--- config.mk ---
export PLATFORM = sky130hd
export DESIGN_NAME = relay_setting_checker_trip_gate
export DESIGN_NICKNAME = d
export VERILOG_FILES = /design/src/core/relay_settings_pkg.sv /design/src/core/relay_setting_checker_trip_gate.sv
export SDC_FILE = /design/constraint.sdc
export NUM_CORES = 2
export LEC_CHECK = 0
export BUFFER_PORTS_ARGS = -buffer_cell sky130_fd_sc_hd__buf_2
export CAP_MARGIN = 20
export CORE_MARGIN = 4
export CORE_UTILIZATION = 50
export DETAILED_ROUTE_END_ITERATION = 10
export PLACE_DENSITY_LB_ADDON = 0.05
export RECOVER_POWER = 50
export SLEW_MARGIN = 30
export SYNTH_ARGS = -nofsm -noshare
export SYNTH_HDL_FRONTEND = slang
export SYNTH_SLANG_ARGS = --single-unit
--- constraint.sdc ---
create_clock -name sys_clk -period 28.3 [get_ports sys_clk]
set_clock_uncertainty 0.15 [all_clocks]
set_input_delay 5.66 -clock sys_clk [delete_from_list [all_inputs] [get_ports sys_clk]]
set_output_delay 5.66 -clock sys_clk [all_outputs]
set_load 0.02 [all_outputs]
--- src/core/relay_settings_pkg.sv ---
// package for the relay setting checker and trip gate
// shared by the design and the bench; no imports assumed
package relay_settings_pkg;

    // register offsets (word index == byte address / 4)
    localparam logic [7:0] OFF_FLAGS      = 8'h00;
    localparam logic [7:0] OFF_SCHEME     = 8'h04;
    localparam logic [7:0] OFF_LPU_TMR    = 8'h08;
    localparam logic [7:0] OFF_OSB_TMR    = 8'h0c;
    localparam logic [7:0] OFF_ROD_TMR    = 8'h10;
    localparam logic [7:0] OFF_Z1_TMR     = 8'h14;
    localparam logic [7:0] OFF_Z2_TMR     = 8'h18;
    localparam logic [7:0] OFF_Z3_TMR     = 8'h1c;
    localparam logic [7:0] OFF_Z1_REACH   = 8'h20;
    localparam logic [7:0] OFF_Z2_REACH   = 8'h24;
    localparam logic [7:0] OFF_Z3_REACH   = 8'h28;
    localparam logic [7:0] OFF_RCL_COUNT  = 8'h2c;
    localparam logic [7:0] OFF_RCL_T1     = 8'h30;
    localparam logic [7:0] OFF_RCL_T2     = 8'h34;
    localparam logic [7:0] OFF_RCL_T3     = 8'h38;
    localparam logic [7:0] OFF_RCL_COND   = 8'h3c;
    localparam logic [7:0] OFF_DWELL      = 8'h40;
    localparam logic [7:0] OFF_RESET_TM   = 8'h44;
    localparam logic [7:0] OFF_BKR_ACC    = 8'h48;
    localparam logic [7:0] OFF_BKR_MAX    = 8'h4c;
    localparam logic [7:0] OFF_SUPV_THR   = 8'h50;
    localparam logic [7:0] OFF_EVT_MASK_L = 8'h54;
    localparam logic [7:0] OFF_EVT_MASK_H = 8'h58;
    localparam logic [7:0] OFF_STATUS     = 8'h5c;

    // bit positions in the flags register
    localparam int FLG_TRIP_AUTH  = 0;
    localparam int FLG_Z1_EN      = 1;
    localparam int FLG_Z2_EN      = 2;
    localparam int FLG_Z3_EN      = 3;
    localparam int FLG_LPU_EN     = 4;
    localparam int FLG_ROD_EN     = 5;
    localparam int FLG_INHIB_EN   = 6;
    localparam int FLG_CARRIER_EN = 7;
    localparam int FLG_WAIT_COND  = 8;
    localparam int FLG_RCL_Z2     = 9;
    localparam int FLG_RCL_Z3     = 10;
    localparam int FLAGS_W        = 11;

    // protection scheme codes
    typedef enum logic [1:0] {
        SCH_SCALED    = 2'h0,
        SCH_Z1_EXT    = 2'h1,
        SCH_Z2_ACCEL  = 2'h2
    } scheme_t;

    // ranges: timers in ms, recloser times in 10 ms units, threshold in 0.01 x rated
    localparam logic [31:0] LPU_MAX      = 32'd150;
    localparam logic [31:0] LPU_ADVISED  = 32'd128;
    localparam logic [31:0] OSB_MIN      = 32'd40;
    localparam logic [31:0] OSB_MAX      = 32'd200;
    localparam logic [31:0] ROD_MAX      = 32'd150;
    localparam logic [31:0] Z1_TMR_MAX   = 32'd500;
    localparam logic [31:0] Z2_TMR_MIN   = 32'd100;
    localparam logic [31:0] Z2_TMR_MAX   = 32'd3000;
    localparam logic [31:0] Z3_TMR_MIN   = 32'd100;
    localparam logic [31:0] Z3_TMR_MAX   = 32'd10000;
    localparam logic [31:0] Z3_MARGIN    = 32'd20;
    localparam logic [31:0] RCL_CNT_MAX  = 32'd3;
    localparam logic [31:0] RCL_T_MIN    = 32'd20;
    localparam logic [31:0] RCL_MISC_MIN = 32'd10;
    localparam logic [31:0] RCL_T_MAX    = 32'd9900;
    localparam logic [31:0] SUPV_MIN     = 32'd15;
    localparam logic [31:0] SUPV_MAX     = 32'd300;
    localparam logic [31:0] BKR_MAX_LIM  = 32'd100000;

    // reset values chosen to satisfy every cross check
    localparam logic [31:0] RST_Z1_TMR   = 32'd0;
    localparam logic [31:0] RST_Z2_TMR   = 32'd300;
    localparam logic [31:0] RST_Z3_TMR   = 32'd1000;
    localparam logic [31:0] RST_RCL_T    = 32'd100;
    localparam logic [31:0] RST_Z3_REACH = 32'd1000;
    localparam logic [31:0] RST_OSB      = 32'd40;
    localparam logic [31:0] RST_BKR_MAX  = 32'd100000;

    // event causes: trips, breaker, input disables, boots, supply
    localparam int EVT_W = 42;

    // status bits
    localparam int ST_REJECT   = 0;
    localparam int ST_ACCEPT   = 1;
    localparam int ST_RCL_OFF  = 2;
    localparam int ST_LPU_ADV  = 3;

    // trip requests from protection logic
    typedef struct packed {
        logic z1;
        logic z2;
        logic z3;
        logic line_pickup_unit;
        logic remote_open_detector;
    } trip_req_t;

    // bus request
    typedef struct packed {
        logic [7:0]  addr;
        logic [31:0] wdata;
        logic        wr;
        logic        rd;
    } bus_req_t;

endpackage

--- src/core/relay_setting_checker_trip_gate.sv ---
// settings range / coherence checker and trip permission gate
// assumes a plain register port on sys_clk; trip and event inputs come from pins
// Functional notes
// - master trip authorization off blocks every trip output
// - separate enables for zone 1/2/3, line pickup and remote open trips
// - line pickup timer accepts 0..150 ms; 128 ms is only advised
// - out of step blocking timer accepts 40..200 ms
// - remote open detector timer accepts 0..150 ms
// - remote open timer may not exceed held zone 2 timer
// - zone 1 timer accepts 0..500 ms
// - zone 2 timer accepts 100..3000 ms
// - zone 3 timer accepts 100..10000 ms
// - zone 1 or 2 timer may not exceed zone 3 timer minus 20 ms
// - zone 1 or 2 reach may not exceed zone 3 reach
// - out of range or incoherent proposals are refused
// - reclose count at most three; zero disables recloser
// - reclose attempt delays accept 0.20..99.00 s
// - conditions delay, dwell and reset time accept 0.10..99.00 s
// - inhibit input enable cannot be cleared while wait conditions set
// - carrier input enable cannot be cleared under zone 2 acceleration
// - accumulated breaker value may not exceed programmed maximum
// - zone 2 reclose permission also permits reclose after remote open trip
// - each event cause has its own mask bit gating recording
// - with wait conditions, recloser holds off until inhibit clears
// - measuring units blocked below supervision threshold 0.15..3.00
// - under zone 1 extension, reset time may not be below zone 2 timer
// - zone 1 extension or zone 2 acceleration keeps scaled distance active
//
// Chosen here: the register offsets and the strobed register port.
`timescale 1ns/100ps
module relay_setting_checker_trip_gate #(
    parameter int DATA_W = 32
) (
    input  wire logic                                sys_clk,
    input  wire logic                                reset_n,
    input  wire logic [7:0]                          addr,
    input  wire logic [DATA_W-1:0]                   wdata,
    input  wire logic                                wr_stb,
    input  wire logic                                rd_stb,
    output logic      [DATA_W-1:0]                   rdata,
    input  wire relay_settings_pkg::trip_req_t       trip_req,
    output relay_settings_pkg::trip_req_t            trip_out,
    input  wire logic [relay_settings_pkg::EVT_W-1:0] evt_in,
    output logic      [relay_settings_pkg::EVT_W-1:0] evt_record,
    input  wire logic                                phase_current_gt,
    output logic                                     distance_measuring_unit_en,
    input  wire logic                                reclose_init,
    input  wire logic                                reclose_inhibit,
    output logic                                     reclose_start,
    input  wire logic                                rod_tripped,
    input  wire logic                                z2_tripped,
    output logic                                     reclose_allowed,
    output logic                                     scaled_distance_active,
    output logic                                     reject_pulse
);

    // held settings
    logic [relay_settings_pkg::FLAGS_W-1:0] flags;
    relay_settings_pkg::scheme_t            scheme;
    logic [DATA_W-1:0] lpu_tmr, osb_tmr, rod_tmr, z1_tmr, z2_tmr, z3_tmr;
    logic [DATA_W-1:0] z1_reach, z2_reach, z3_reach, rcl_count;
    logic [DATA_W-1:0] rcl_t1, rcl_t2, rcl_t3, rcl_cond, dwell, reset_tm;
    logic [DATA_W-1:0] bkr_acc, bkr_max, supv_thr;
    logic [relay_settings_pkg::EVT_W-1:0] evt_mask;
    logic [3:0] status;
    logic last_reject, last_accept;

    // pin inputs: two-stage synchronisers
    relay_settings_pkg::trip_req_t        trip_s1, trip_s2;
    logic [relay_settings_pkg::EVT_W-1:0] evt_s1, evt_s2;
    logic [4:0] misc_s1, misc_s2;

    // range test used by every numeric setting except the reaches and the breaker accumulated value
    function automatic logic in_range(input logic [DATA_W-1:0] v,
                                      input logic [31:0] lo,
                                      input logic [31:0] hi);
        in_range = (v >= lo) && (v <= hi);
    endfunction

    // zone 3 timer minus margin, floored at zero
    function automatic logic [DATA_W-1:0] z3_less_margin(input logic [DATA_W-1:0] z3);
        z3_less_margin = (z3 > relay_settings_pkg::Z3_MARGIN) ?
                         z3 - relay_settings_pkg::Z3_MARGIN : '0;
    endfunction

    // synchronise asynchronous pins
    always_ff @(posedge sys_clk) begin
        trip_s1 <= trip_req;
        trip_s2 <= trip_s1;
        evt_s1  <= evt_in;
        evt_s2  <= evt_s1;
        misc_s1 <= {phase_current_gt, reclose_init, reclose_inhibit, rod_tripped, z2_tripped};
        misc_s2 <= misc_s1;
    end

    // proposal check, combinational on the written value
    logic ok;
    logic [DATA_W-1:0] proposed_flags;
    always_comb begin
        ok = 1'b1;
        proposed_flags = {{(DATA_W-relay_settings_pkg::FLAGS_W){1'b0}}, flags};
        case (addr)
            relay_settings_pkg::OFF_FLAGS: begin
                proposed_flags = wdata;
                if (wdata[relay_settings_pkg::FLG_WAIT_COND] &&
                    !wdata[relay_settings_pkg::FLG_INHIB_EN])
                    ok = 1'b0;
                if (scheme == relay_settings_pkg::SCH_Z2_ACCEL &&
                    !wdata[relay_settings_pkg::FLG_CARRIER_EN])
                    ok = 1'b0;
            end
            relay_settings_pkg::OFF_SCHEME: begin
                ok = (wdata <= 32'(relay_settings_pkg::SCH_Z2_ACCEL));
                if (wdata[1:0] == relay_settings_pkg::SCH_Z2_ACCEL &&
                    !flags[relay_settings_pkg::FLG_CARRIER_EN])
                    ok = 1'b0;
                if (wdata[1:0] == relay_settings_pkg::SCH_Z1_EXT && reset_tm < z2_tmr / 10)
                    ok = 1'b0;
            end
            relay_settings_pkg::OFF_LPU_TMR:
                ok = in_range(wdata, '0, relay_settings_pkg::LPU_MAX);
            relay_settings_pkg::OFF_OSB_TMR:
                ok = in_range(wdata, relay_settings_pkg::OSB_MIN,
                              relay_settings_pkg::OSB_MAX);
            relay_settings_pkg::OFF_ROD_TMR:
                ok = in_range(wdata, '0, relay_settings_pkg::ROD_MAX)
                     && wdata <= z2_tmr;
            relay_settings_pkg::OFF_Z1_TMR:
                ok = in_range(wdata, '0, relay_settings_pkg::Z1_TMR_MAX)
                     && wdata <= z3_less_margin(z3_tmr);
            relay_settings_pkg::OFF_Z2_TMR:
                ok = in_range(wdata, relay_settings_pkg::Z2_TMR_MIN,
                              relay_settings_pkg::Z2_TMR_MAX)
                     && wdata <= z3_less_margin(z3_tmr)
                     && wdata >= rod_tmr
                     && !(scheme == relay_settings_pkg::SCH_Z1_EXT &&
                          reset_tm < wdata / 10);
            relay_settings_pkg::OFF_Z3_TMR:
                ok = in_range(wdata, relay_settings_pkg::Z3_TMR_MIN,
                              relay_settings_pkg::Z3_TMR_MAX)
                     && z1_tmr <= z3_less_margin(wdata)
                     && z2_tmr <= z3_less_margin(wdata);
            relay_settings_pkg::OFF_Z1_REACH, relay_settings_pkg::OFF_Z2_REACH:
                ok = (wdata <= z3_reach);
            relay_settings_pkg::OFF_Z3_REACH:
                ok = (z1_reach <= wdata) && (z2_reach <= wdata);
            relay_settings_pkg::OFF_RCL_COUNT:
                ok = in_range(wdata, '0, relay_settings_pkg::RCL_CNT_MAX);
            relay_settings_pkg::OFF_RCL_T1, relay_settings_pkg::OFF_RCL_T2,
            relay_settings_pkg::OFF_RCL_T3:
                ok = in_range(wdata, relay_settings_pkg::RCL_T_MIN,
                              relay_settings_pkg::RCL_T_MAX);
            relay_settings_pkg::OFF_RCL_COND, relay_settings_pkg::OFF_DWELL:
                ok = in_range(wdata, relay_settings_pkg::RCL_MISC_MIN,
                              relay_settings_pkg::RCL_T_MAX);
            relay_settings_pkg::OFF_RESET_TM:
                ok = in_range(wdata, relay_settings_pkg::RCL_MISC_MIN,
                              relay_settings_pkg::RCL_T_MAX)
                     && !(scheme == relay_settings_pkg::SCH_Z1_EXT &&
                          wdata < z2_tmr / 10);
            relay_settings_pkg::OFF_BKR_ACC:
                ok = (wdata <= bkr_max);
            relay_settings_pkg::OFF_BKR_MAX:
                ok = in_range(wdata, '0, relay_settings_pkg::BKR_MAX_LIM)
                     && bkr_acc <= wdata;
            relay_settings_pkg::OFF_SUPV_THR:
                ok = in_range(wdata, relay_settings_pkg::SUPV_MIN,
                              relay_settings_pkg::SUPV_MAX);
            relay_settings_pkg::OFF_EVT_MASK_L, relay_settings_pkg::OFF_EVT_MASK_H:
                ok = 1'b1;
            default:
                ok = 1'b0; // unmapped or read-only target refuses the write
        endcase
    end

    logic accept;
    assign accept = wr_stb && ok;

    // settings store; a refused write leaves everything as held
    always_ff @(posedge sys_clk) begin
        if (!reset_n) begin
            flags    <= '0;
            scheme   <= relay_settings_pkg::SCH_SCALED;
            lpu_tmr  <= relay_settings_pkg::LPU_ADVISED;
            osb_tmr  <= relay_settings_pkg::RST_OSB;
            rod_tmr  <= '0;
            z1_tmr   <= relay_settings_pkg::RST_Z1_TMR;
            z2_tmr   <= relay_settings_pkg::RST_Z2_TMR;
            z3_tmr   <= relay_settings_pkg::RST_Z3_TMR;
            z1_reach <= '0;
            z2_reach <= '0;
            z3_reach <= relay_settings_pkg::RST_Z3_REACH;
            rcl_count <= '0;
            rcl_t1   <= relay_settings_pkg::RST_RCL_T;
            rcl_t2   <= relay_settings_pkg::RST_RCL_T;
            rcl_t3   <= relay_settings_pkg::RST_RCL_T;
            rcl_cond <= relay_settings_pkg::RST_RCL_T;
            dwell    <= relay_settings_pkg::RST_RCL_T;
            reset_tm <= relay_settings_pkg::RST_RCL_T;
            bkr_acc  <= '0;
            bkr_max  <= relay_settings_pkg::RST_BKR_MAX;
            supv_thr <= 32'(relay_settings_pkg::SUPV_MIN);
            evt_mask <= '1;
        end else if (accept) begin
            case (addr)
                relay_settings_pkg::OFF_FLAGS:
                    flags <= proposed_flags[relay_settings_pkg::FLAGS_W-1:0];
                relay_settings_pkg::OFF_SCHEME:     scheme   <= relay_settings_pkg::scheme_t'(wdata[1:0]);
                relay_settings_pkg::OFF_LPU_TMR:    lpu_tmr  <= wdata;
                relay_settings_pkg::OFF_OSB_TMR:    osb_tmr  <= wdata;
                relay_settings_pkg::OFF_ROD_TMR:    rod_tmr  <= wdata;
                relay_settings_pkg::OFF_Z1_TMR:     z1_tmr   <= wdata;
                relay_settings_pkg::OFF_Z2_TMR:     z2_tmr   <= wdata;
                relay_settings_pkg::OFF_Z3_TMR:     z3_tmr   <= wdata;
                relay_settings_pkg::OFF_Z1_REACH:   z1_reach <= wdata;
                relay_settings_pkg::OFF_Z2_REACH:   z2_reach <= wdata;
                relay_settings_pkg::OFF_Z3_REACH:   z3_reach <= wdata;
                relay_settings_pkg::OFF_RCL_COUNT:  rcl_count <= wdata;
                relay_settings_pkg::OFF_RCL_T1:     rcl_t1   <= wdata;
                relay_settings_pkg::OFF_RCL_T2:     rcl_t2   <= wdata;
                relay_settings_pkg::OFF_RCL_T3:     rcl_t3   <= wdata;
                relay_settings_pkg::OFF_RCL_COND:   rcl_cond <= wdata;
                relay_settings_pkg::OFF_DWELL:      dwell    <= wdata;
                relay_settings_pkg::OFF_RESET_TM:   reset_tm <= wdata;
                relay_settings_pkg::OFF_BKR_ACC:    bkr_acc  <= wdata;
                relay_settings_pkg::OFF_BKR_MAX:    bkr_max  <= wdata;
                relay_settings_pkg::OFF_SUPV_THR:   supv_thr <= wdata;
                relay_settings_pkg::OFF_EVT_MASK_L: evt_mask[31:0] <= wdata;
                relay_settings_pkg::OFF_EVT_MASK_H:
                    evt_mask[relay_settings_pkg::EVT_W-1:32] <=
                        wdata[relay_settings_pkg::EVT_W-33:0];
                default: ;
            endcase
        end
    end

    // outcome of the last write; reads leave it alone
    always_ff @(posedge sys_clk) begin
        if (!reset_n) begin
            last_reject <= 1'b0;
            last_accept <= 1'b0;
            reject_pulse <= 1'b0;
        end else begin
            reject_pulse <= wr_stb && !ok;
            if (wr_stb) begin
                last_reject <= !ok;
                last_accept <= ok;
            end
        end
    end

    // live status bits
    always_comb begin
        status[relay_settings_pkg::ST_REJECT] = last_reject;
        status[relay_settings_pkg::ST_ACCEPT] = last_accept;
        status[relay_settings_pkg::ST_RCL_OFF] = (rcl_count == '0);
        status[relay_settings_pkg::ST_LPU_ADV] = (lpu_tmr == relay_settings_pkg::LPU_ADVISED);
    end

    // read port: data one cycle after the strobe, zero otherwise
    always_ff @(posedge sys_clk) begin
        if (!reset_n) begin
            rdata <= '0;
        end else if (rd_stb) begin
            case (addr)
                relay_settings_pkg::OFF_FLAGS:      rdata <= DATA_W'(flags);
                relay_settings_pkg::OFF_SCHEME:     rdata <= DATA_W'(scheme);
                relay_settings_pkg::OFF_LPU_TMR:    rdata <= lpu_tmr;
                relay_settings_pkg::OFF_OSB_TMR:    rdata <= osb_tmr;
                relay_settings_pkg::OFF_ROD_TMR:    rdata <= rod_tmr;
                relay_settings_pkg::OFF_Z1_TMR:     rdata <= z1_tmr;
                relay_settings_pkg::OFF_Z2_TMR:     rdata <= z2_tmr;
                relay_settings_pkg::OFF_Z3_TMR:     rdata <= z3_tmr;
                relay_settings_pkg::OFF_Z1_REACH:   rdata <= z1_reach;
                relay_settings_pkg::OFF_Z2_REACH:   rdata <= z2_reach;
                relay_settings_pkg::OFF_Z3_REACH:   rdata <= z3_reach;
                relay_settings_pkg::OFF_RCL_COUNT:  rdata <= rcl_count;
                relay_settings_pkg::OFF_RCL_T1:     rdata <= rcl_t1;
                relay_settings_pkg::OFF_RCL_T2:     rdata <= rcl_t2;
                relay_settings_pkg::OFF_RCL_T3:     rdata <= rcl_t3;
                relay_settings_pkg::OFF_RCL_COND:   rdata <= rcl_cond;
                relay_settings_pkg::OFF_DWELL:      rdata <= dwell;
                relay_settings_pkg::OFF_RESET_TM:   rdata <= reset_tm;
                relay_settings_pkg::OFF_BKR_ACC:    rdata <= bkr_acc;
                relay_settings_pkg::OFF_BKR_MAX:    rdata <= bkr_max;
                relay_settings_pkg::OFF_SUPV_THR:   rdata <= supv_thr;
                relay_settings_pkg::OFF_EVT_MASK_L: rdata <= evt_mask[31:0];
                relay_settings_pkg::OFF_EVT_MASK_H:
                    rdata <= DATA_W'(evt_mask[relay_settings_pkg::EVT_W-1:32]);
                relay_settings_pkg::OFF_STATUS:     rdata <= DATA_W'(status);
                default:                            rdata <= '0;
            endcase
        end else begin
            rdata <= '0;
        end
    end

    // trip gate: master authorization over per-type enables
    always_ff @(posedge sys_clk) begin
        if (!reset_n) begin
            trip_out <= '0;
        end else begin
            trip_out.z1  <= flags[relay_settings_pkg::FLG_TRIP_AUTH] &&
                            flags[relay_settings_pkg::FLG_Z1_EN] && trip_s2.z1;
            trip_out.z2  <= flags[relay_settings_pkg::FLG_TRIP_AUTH] &&
                            flags[relay_settings_pkg::FLG_Z2_EN] && trip_s2.z2;
            trip_out.z3  <= flags[relay_settings_pkg::FLG_TRIP_AUTH] &&
                            flags[relay_settings_pkg::FLG_Z3_EN] && trip_s2.z3;
            trip_out.line_pickup_unit <= flags[relay_settings_pkg::FLG_TRIP_AUTH] &&
                            flags[relay_settings_pkg::FLG_LPU_EN] && trip_s2.line_pickup_unit;
            trip_out.remote_open_detector <= flags[relay_settings_pkg::FLG_TRIP_AUTH] &&
                            flags[relay_settings_pkg::FLG_ROD_EN] && trip_s2.remote_open_detector;
        end
    end

    // event recording gate, measuring unit supervision, scheme
    always_ff @(posedge sys_clk) begin
        if (!reset_n) begin
            evt_record                 <= '0;
            distance_measuring_unit_en <= 1'b0;
            scaled_distance_active     <= 1'b0;
        end else begin
            evt_record                 <= evt_s2 & evt_mask;
            distance_measuring_unit_en <= misc_s2[4];
            scaled_distance_active     <= 1'b1;
        end
    end

    // recloser permission and hold-off; count zero keeps it idle
    always_ff @(posedge sys_clk) begin
        if (!reset_n) begin
            reclose_allowed <= 1'b0;
            reclose_start   <= 1'b0;
        end else begin
            reclose_allowed <= (rcl_count != '0) &&
                ((flags[relay_settings_pkg::FLG_RCL_Z2] && (misc_s2[0] || misc_s2[1]))
                 || !(misc_s2[0] || misc_s2[1]));
            reclose_start <= (rcl_count != '0) && misc_s2[3] &&
                !(flags[relay_settings_pkg::FLG_WAIT_COND] && misc_s2[2]);
        end
    end

endmodule

After elaboration in Yosys (flattened, before gate mapping)
Index checks and enable logic that the tools add are counted.
W data, S select, Z words.
{ "totals": {"reg_bits": 853, "latch_bits": 0, "mem_bits_rw": 0, "rom_bits": 0, "inputBits": 96, "n_memories": 0} }
{ "classes": {"n_addsub": 2, "multipliers": 0, "div": 2, "order_cmp": 31, "eq_ne": 28, "shift": 0, "muxes": 9, "bitwise_logic": 1, "n_reduce_logical": 84} }
{ "ops": {"columns": ["cell", "count"], "rows": [
  ["$pmux W32 S24", 1],
  ["$le A32 B32 Y1", 9],
  ["$lt A32 B32 Y1", 3],
  ["$div A32 B4 Y32 const B", 2],
  ["$eq A8 B6 Y1 const B", 8],
  ["$eq A8 B7 Y1 const B", 8],
  ["$ge A32 B4 Y1 const B", 2],
  ["$gt A32 B5 Y1 const B", 2],
  ["$le A32 B14 Y1 const B", 2],
  ["$le A32 B2 Y1 const B", 2],
  ["$le A32 B8 Y1 const B", 2],
  ["$le A32 B9 Y1 const B", 2],
  ["$mux W32", 2],
  ["$sub A32 B5 Y32 const B", 2],
  ["$reduce_and A2 Y1", 24],
  ["$logic_and A1 B1 Y1", 43],
  ["$and A42 B42 Y42", 1],
  ["$eq A32 B8 Y1 const B", 1],
  ["$eq A8 B5 Y1 const B", 4],
  ["$ge A32 B1 Y1 const B", 1],
  ["$ge A32 B32 Y1", 1],
  ["$ge A32 B5 Y1 const B", 1],
  ["$ge A32 B6 Y1 const B", 1],
  ["$ge A32 B7 Y1 const B", 1],
  ["15 further kinds", 32]
]} }

Logic depth before layout (Yosys ltp)
{ "depth": {"depth_word": 9, "ltp_mapped": 65} }

Worst setup path after synthesis
Ideal clock, no wire load.
{ "synth_path": {"kind": "input to register", "from": "input port wdata[31]", "to": "register evt_mask[15] (netlist name)", "arrival_ns": 16.540, "required_ns": 28.021, "slack_ns": 11.481, "stages": 48, "cell_sequence": "buf_2 and3b_1 o31a_1 a221o_1 or3_1 and3_1 a2111oi_2 nand2b_1 o21a_1 buf_4 nand3_1 and3_1 a211oi_1 a21oi_1 a211o_1 a21o_1 and4_1 or4_4 (+12 left out) a21oi_2 nor3_1 o31ai_1 a21oi_2 maj3_1 a221oi_2 ha_1 a21o_1 a211o_1 a31oi_1 nor4_1 nand2_1 o32ai_4 buf_6 o21ai_2 buf_4 mux2i_1 nand2_1"} }
{ "synth_between": {"elab_chain_cells": 8, "word_cells_on_any_way": 61, "cone_classes": "1 x add/sub; 1 x div; 29 x order compare; 4 x mux; 26 x reduce/logical"} }
{ "synth_lines": {"columns": ["item", "line", "rtl"], "rows": [
  ["start, declared", "relay_setting_checker_trip_gate.sv:37", "input wire logic [DATA_W-1:0] wdata,"],
  ["$div A32 B4 Y32 (tied with other cells)", "relay_setting_checker_trip_gate.sv:137", "reset_tm < wdata / 10);"],
  ["$lt A32 B32 Y1 (tied with other cells)", "relay_setting_checker_trip_gate.sv:137", null],
  ["$logic_and A1 B1 Y1 (tied with other cells)", "relay_setting_checker_trip_gate.sv:136", "&& !(scheme == relay_settings_pkg::SCH_Z1_EXT &&"],
  ["$logic_not A1 Y1 (tied with other cells)", "relay_setting_checker_trip_gate.sv:136", null],
  ["$logic_and A1 B1 Y1 (on tied branches)", "relay_setting_checker_trip_gate.sv:136, relay_setting_checker_trip_gate.sv:142", null],
  ["$pmux W1 S18 *", "relay_setting_checker_trip_gate.sv:102", "case (addr)"],
  ["$logic_and A1 B1 Y1 *", "relay_setting_checker_trip_gate.sv:177", "assign accept = wr_stb && ok;"],
  ["$reduce_and A2 Y1 (no source line) *", null, null],
  ["end signal, assigned by index", "relay_setting_checker_trip_gate.sv:230", "evt_mask[relay_settings_pkg::EVT_W-1:32] <="],
  ["end, declared", "relay_setting_checker_trip_gate.sv:64", "logic [relay_settings_pkg::EVT_W-1:0] evt_mask;"]
]} }
Mark *: on every way between the ends. The rest lies on a longest branch, timed or not.
A chain may end at the register's enable or synchronous reset.

Final worst setup path
{ "layout_path": {"from": "input port wdata[29]", "to": "register evt_mask[14] (netlist name)"} }
The elaborated chain is that of the path after synthesis.

==> summary.txt <==
Clock tree
  – # resized after CTS: 0
  – Maximum root-to-sink buffer count: 3
  – Root Driver: clkbuf_16
  – Clock transition at the registers of the reported paths: 0.06 ns
  – Worst-Skew Late Latency: ~0.7 ns
  – CTS H-tree lvls: 3
  – Post-CTS Hold Buffers: 0
  – Setup repair bufs after CTS: 0
  – Inserted Clock Buffers: 92
  – TritonCTS clock tree: built
  – # clock sinks: 853

Cells and area
  – Layout area overhead: 9.94%
  – Nets: about 6200
  – Fillers: 9335
  – Share of cells above drive strength 1: 8.62%
  – Register area: 0.0171 mm2
  – Final core utilization: 55.4%
  – Area of the multi-input gates: 0.0311 mm2

Hold path
  – Worst min path class: register to register
  – Hold Path Origin: evt_s1[14]$_DFF_P_

Synth
  – Synth Area in Compound Gates: 19.7%
  – Register area share after synthesis: 33.8%
  – Post-synthesis share of cell area spent on xor and xnor gates: 1.50%
  – Most frequent cell after synthesis: dfxtp_1
  – Post-synth top cells: 853 x dfxtp_1, 410 x ha_1, 389 x mux2i_1
  – Top post-synthesis cells by area: dfxtp_1 34%, ha_1 10%, mux2i_1 7.7%
  – Synth Register Bits: ~850
  – Largest area contributor in the netlist: dfxtp_1
  – Top FF cell, synth: dfxtp_1
  – Synth Area in Simple Gates: 21.7%
  – Post-synthesis mux area share: 8.01%
  – Largest family of logic cells by synthesized area: simple AND/OR/NAND/NOR gates
  – Unique masters post-synth: 128
  – Mean Syn Cell Area: about 9 um2
  – Mapped Cells: 5695
  – Adder-cell share of the synthesized area: 10.2%
  – Yosys warning total: 0
  – Post-Syn Area: between 0.05 and 0.06 mm2
  – Syn nets: 6201
  – Yosys top cell area share: 33.8%
  – Asr flop ratio synth: 0%
  – Number of enable flip-flop cells after synthesis: 0

Floorplan
  – Io pins: 180
  – Die area: 0.106 mm2
  – Die Wd: 326 um
  – Starting density of the core: about 50%
  – CORE AREA: between 0.1 and 0.15 mm2
  – Die H: 326 um
  – Std cell rows: approximately 120

Timing
  – Setup TNS: 0 ns
  – Unrepaired setup endpoints after global routing: no
  – Period utilization: between 80% and 90%
  – Worst Max-Slew Pin Slew: 9.00 ns
  – Fin crit period: ~23 ns
  – Rel. slew slack: -500%
  – Max-slew violation count: around 580
  – Final setup fails: 0
  – Fin Hold WS: 0.160 ns
  – Fmax: 42.8 MHz
  – Hold Vio Cnt, Final: 0

Worst setup path
  – Critical path class: input port to register
  – Startpoint types: input port
  – CP required: 28.40 ns
  – Worst Path Max Fanout: 36
  – Critical-path cell with the highest stage delay: a221oi_1
  – CP arrival: 23.46 ns
  – RR Startpoint: z2_tmr[29]$_SDFFE_PN0P_
  – CP endpoint kind: register
  – Crit-path max cell delay: 1.56 ns
  – Origin of the worst setup path: wdata[29]

GRT
  – Met2 usage: a little under three fifths
  – Global route hottest layer: met2
  – Global Route Usage Sum: a little over a third
  – First-pass GRT wire length: 289 mm
  – Largest net degree at the start of global routing: 241
  – Number of antenna violations at the first check in global routing: 7
  – Routing usage on met1: 47.2%
  – GR Util met3: 5.85%
  – Vias in the first global route: roughly 43000
  – Total gr overflow: 0

Power
  – Logic pwr share: 19.7%
  – Maximum vdd drop: between 40 and 50 uV
  – Flop pwr share: 38.5%
  – PwrDens: approximately 57 mW/mm2
  – Switching share of power: 29.6%
  – Switching power: 932 uW
  – Cell leakage power: 0.0252 uW
  – Internal: 2220 uW
  – Tot Pwr: 3160 uW
  – Clock Power Share: 41.8%

Drt
  – Vias: 46500
  – Routed WL: 197 mm
  – Vias per cell: ~6.5
  – DRT Pass-1 Iters: 6
  – ANT nets after route: 0
  – DRT iter0 DRCs: 4934
  – Wire per inst: 27.8 um
  – DRC violations left: 0

Outcome
  – Violated checks: max-capacitance violations, max-slew violations
  – Status: complete, but fails checks

Placed design
  – PortBufs: 179
  – Post-DP HPWL: 138 mm
  – Gpl congestion: 0.956

Flow run
  – MaxCap Viol Count: 7
==> cell families after synthesis <==
kind of cell / Yosys count
AND/OR/NAND/NOR: 1990
AO/OA/AOI/OAI: 1351
flip-flops: 853
buffers and inverters: 601
adder cells (fa/ha/maj): 414
multiplexers: 402
XOR/XNOR: 84
==> worst max-delay path, delay by kind of cell <==
| kind | cells | cell delay (ns) |
|---|---|---|
| buffers and inverters | 4 | 2.29 |
| and+or+nand+nor | 13 | 3.59 |
| adders and majority gates | 1 | 0.16 |
| AOI/OAI and AO/OA | 26 | 10.34 |
| muxes | 4 | 1.29 |
==> stage by stage <==
stage / worst slack [ns] / instance area [um2] / std cells
3_3_place_gp: 8.01 / 52400 / 6929
5_1_grt: 3.51 / 55600 / 7102
2_1_floorplan: 11.48 / 50600 / 5695
4_1_cts: 8.35 / 55800 / 7101
3_5_place_dp: 7.70 / 52500 / 6931
6_report: 4.94 / 55600 / 7102
==> power by group through the flow <==
stage               sequential [uW]  combinational, uW  clock [uW]
detailed placement             1240                608           0
global route                   1210                682        1380
floorplan                      1250                456           0
finish                         1210                621        1320
CTS                            1210                612        1330
global placement               1240                606           0
==> flip-flops by register name, summed over array words and instances (netlist names), 42 cells and up <==
name        flops
evt_mask       42
evt_s2         42
evt_record     42
evt_s1         42
==> path summary, 6_finish.rpt <==
check	endpoint	slack [ns]	cells after the start
worst max-delay path	evt_mask[14]$_SDFFE_PN1P_	4.94	48
worst min-delay path	evt_s2[14]$_DFF_P_	0.16	0
worst max register to register	rcl_cond[13]$_SDFFE_PN0P_	11.29	53
worst min register to register	evt_s2[14]$_DFF_P_	0.16	0
==> metal layers <==
| layer | vias to the layer above | wire length (um) | share of wire (%) |
|---|---|---|---|
| li1 | 21200 | - | - |
| met3 | 530 | 16700 | 8.5 |
| met4 | 4 | 12500 | 6.4 |
| met1 | 22400 | 81100 | 41 |
| met5 | - | 28 | 0.014 |
| met2 | 2308 | 87000 | 44 |
==> layout make-up <==
class,count,area share (%)
clock buffer,125,4.75
clock inverter,45,1.24
timing repair buffer,293,2.96
tap,1357,3.05
multi-input combinational,4241,56.0
antenna,1,0.00450
sequential,853,30.7
inverter,187,1.27
==> cells in the final DEF, fill, tap and decap left out, types with 23 or more instances in the layout <==
cell type	synthesis	final
o21a_1	23	23
nand2b_1	93	93
nand2_1	344	344
nor3_1	99	98
a21o_1	70	70
a21oi_1	234	234
a31oi_1	56	56
dfxtp_1	853	851
mux2i_1	389	389
buf_4	14	108
or3_1	23	23
clkbuf_16	0	94
and3_1	385	385
ha_1	410	410
a221oi_1	117	119
nor2b_1	300	300
nand4_1	144	144
inv_1	161	161
and2_1	73	64
a22oi_1	124	124
o31ai_1	23	23
buf_2	59	94
a211oi_1	40	39
o211ai_1	33	34
clkbuf_1	286	104
o21ai_0	189	196
a22o_1	111	111
nand3_1	113	113
xnor2_1	62	62
nor4_1	65	65
nor2_1	243	223
No activity file was read; power rests on OpenSTA's default activity.
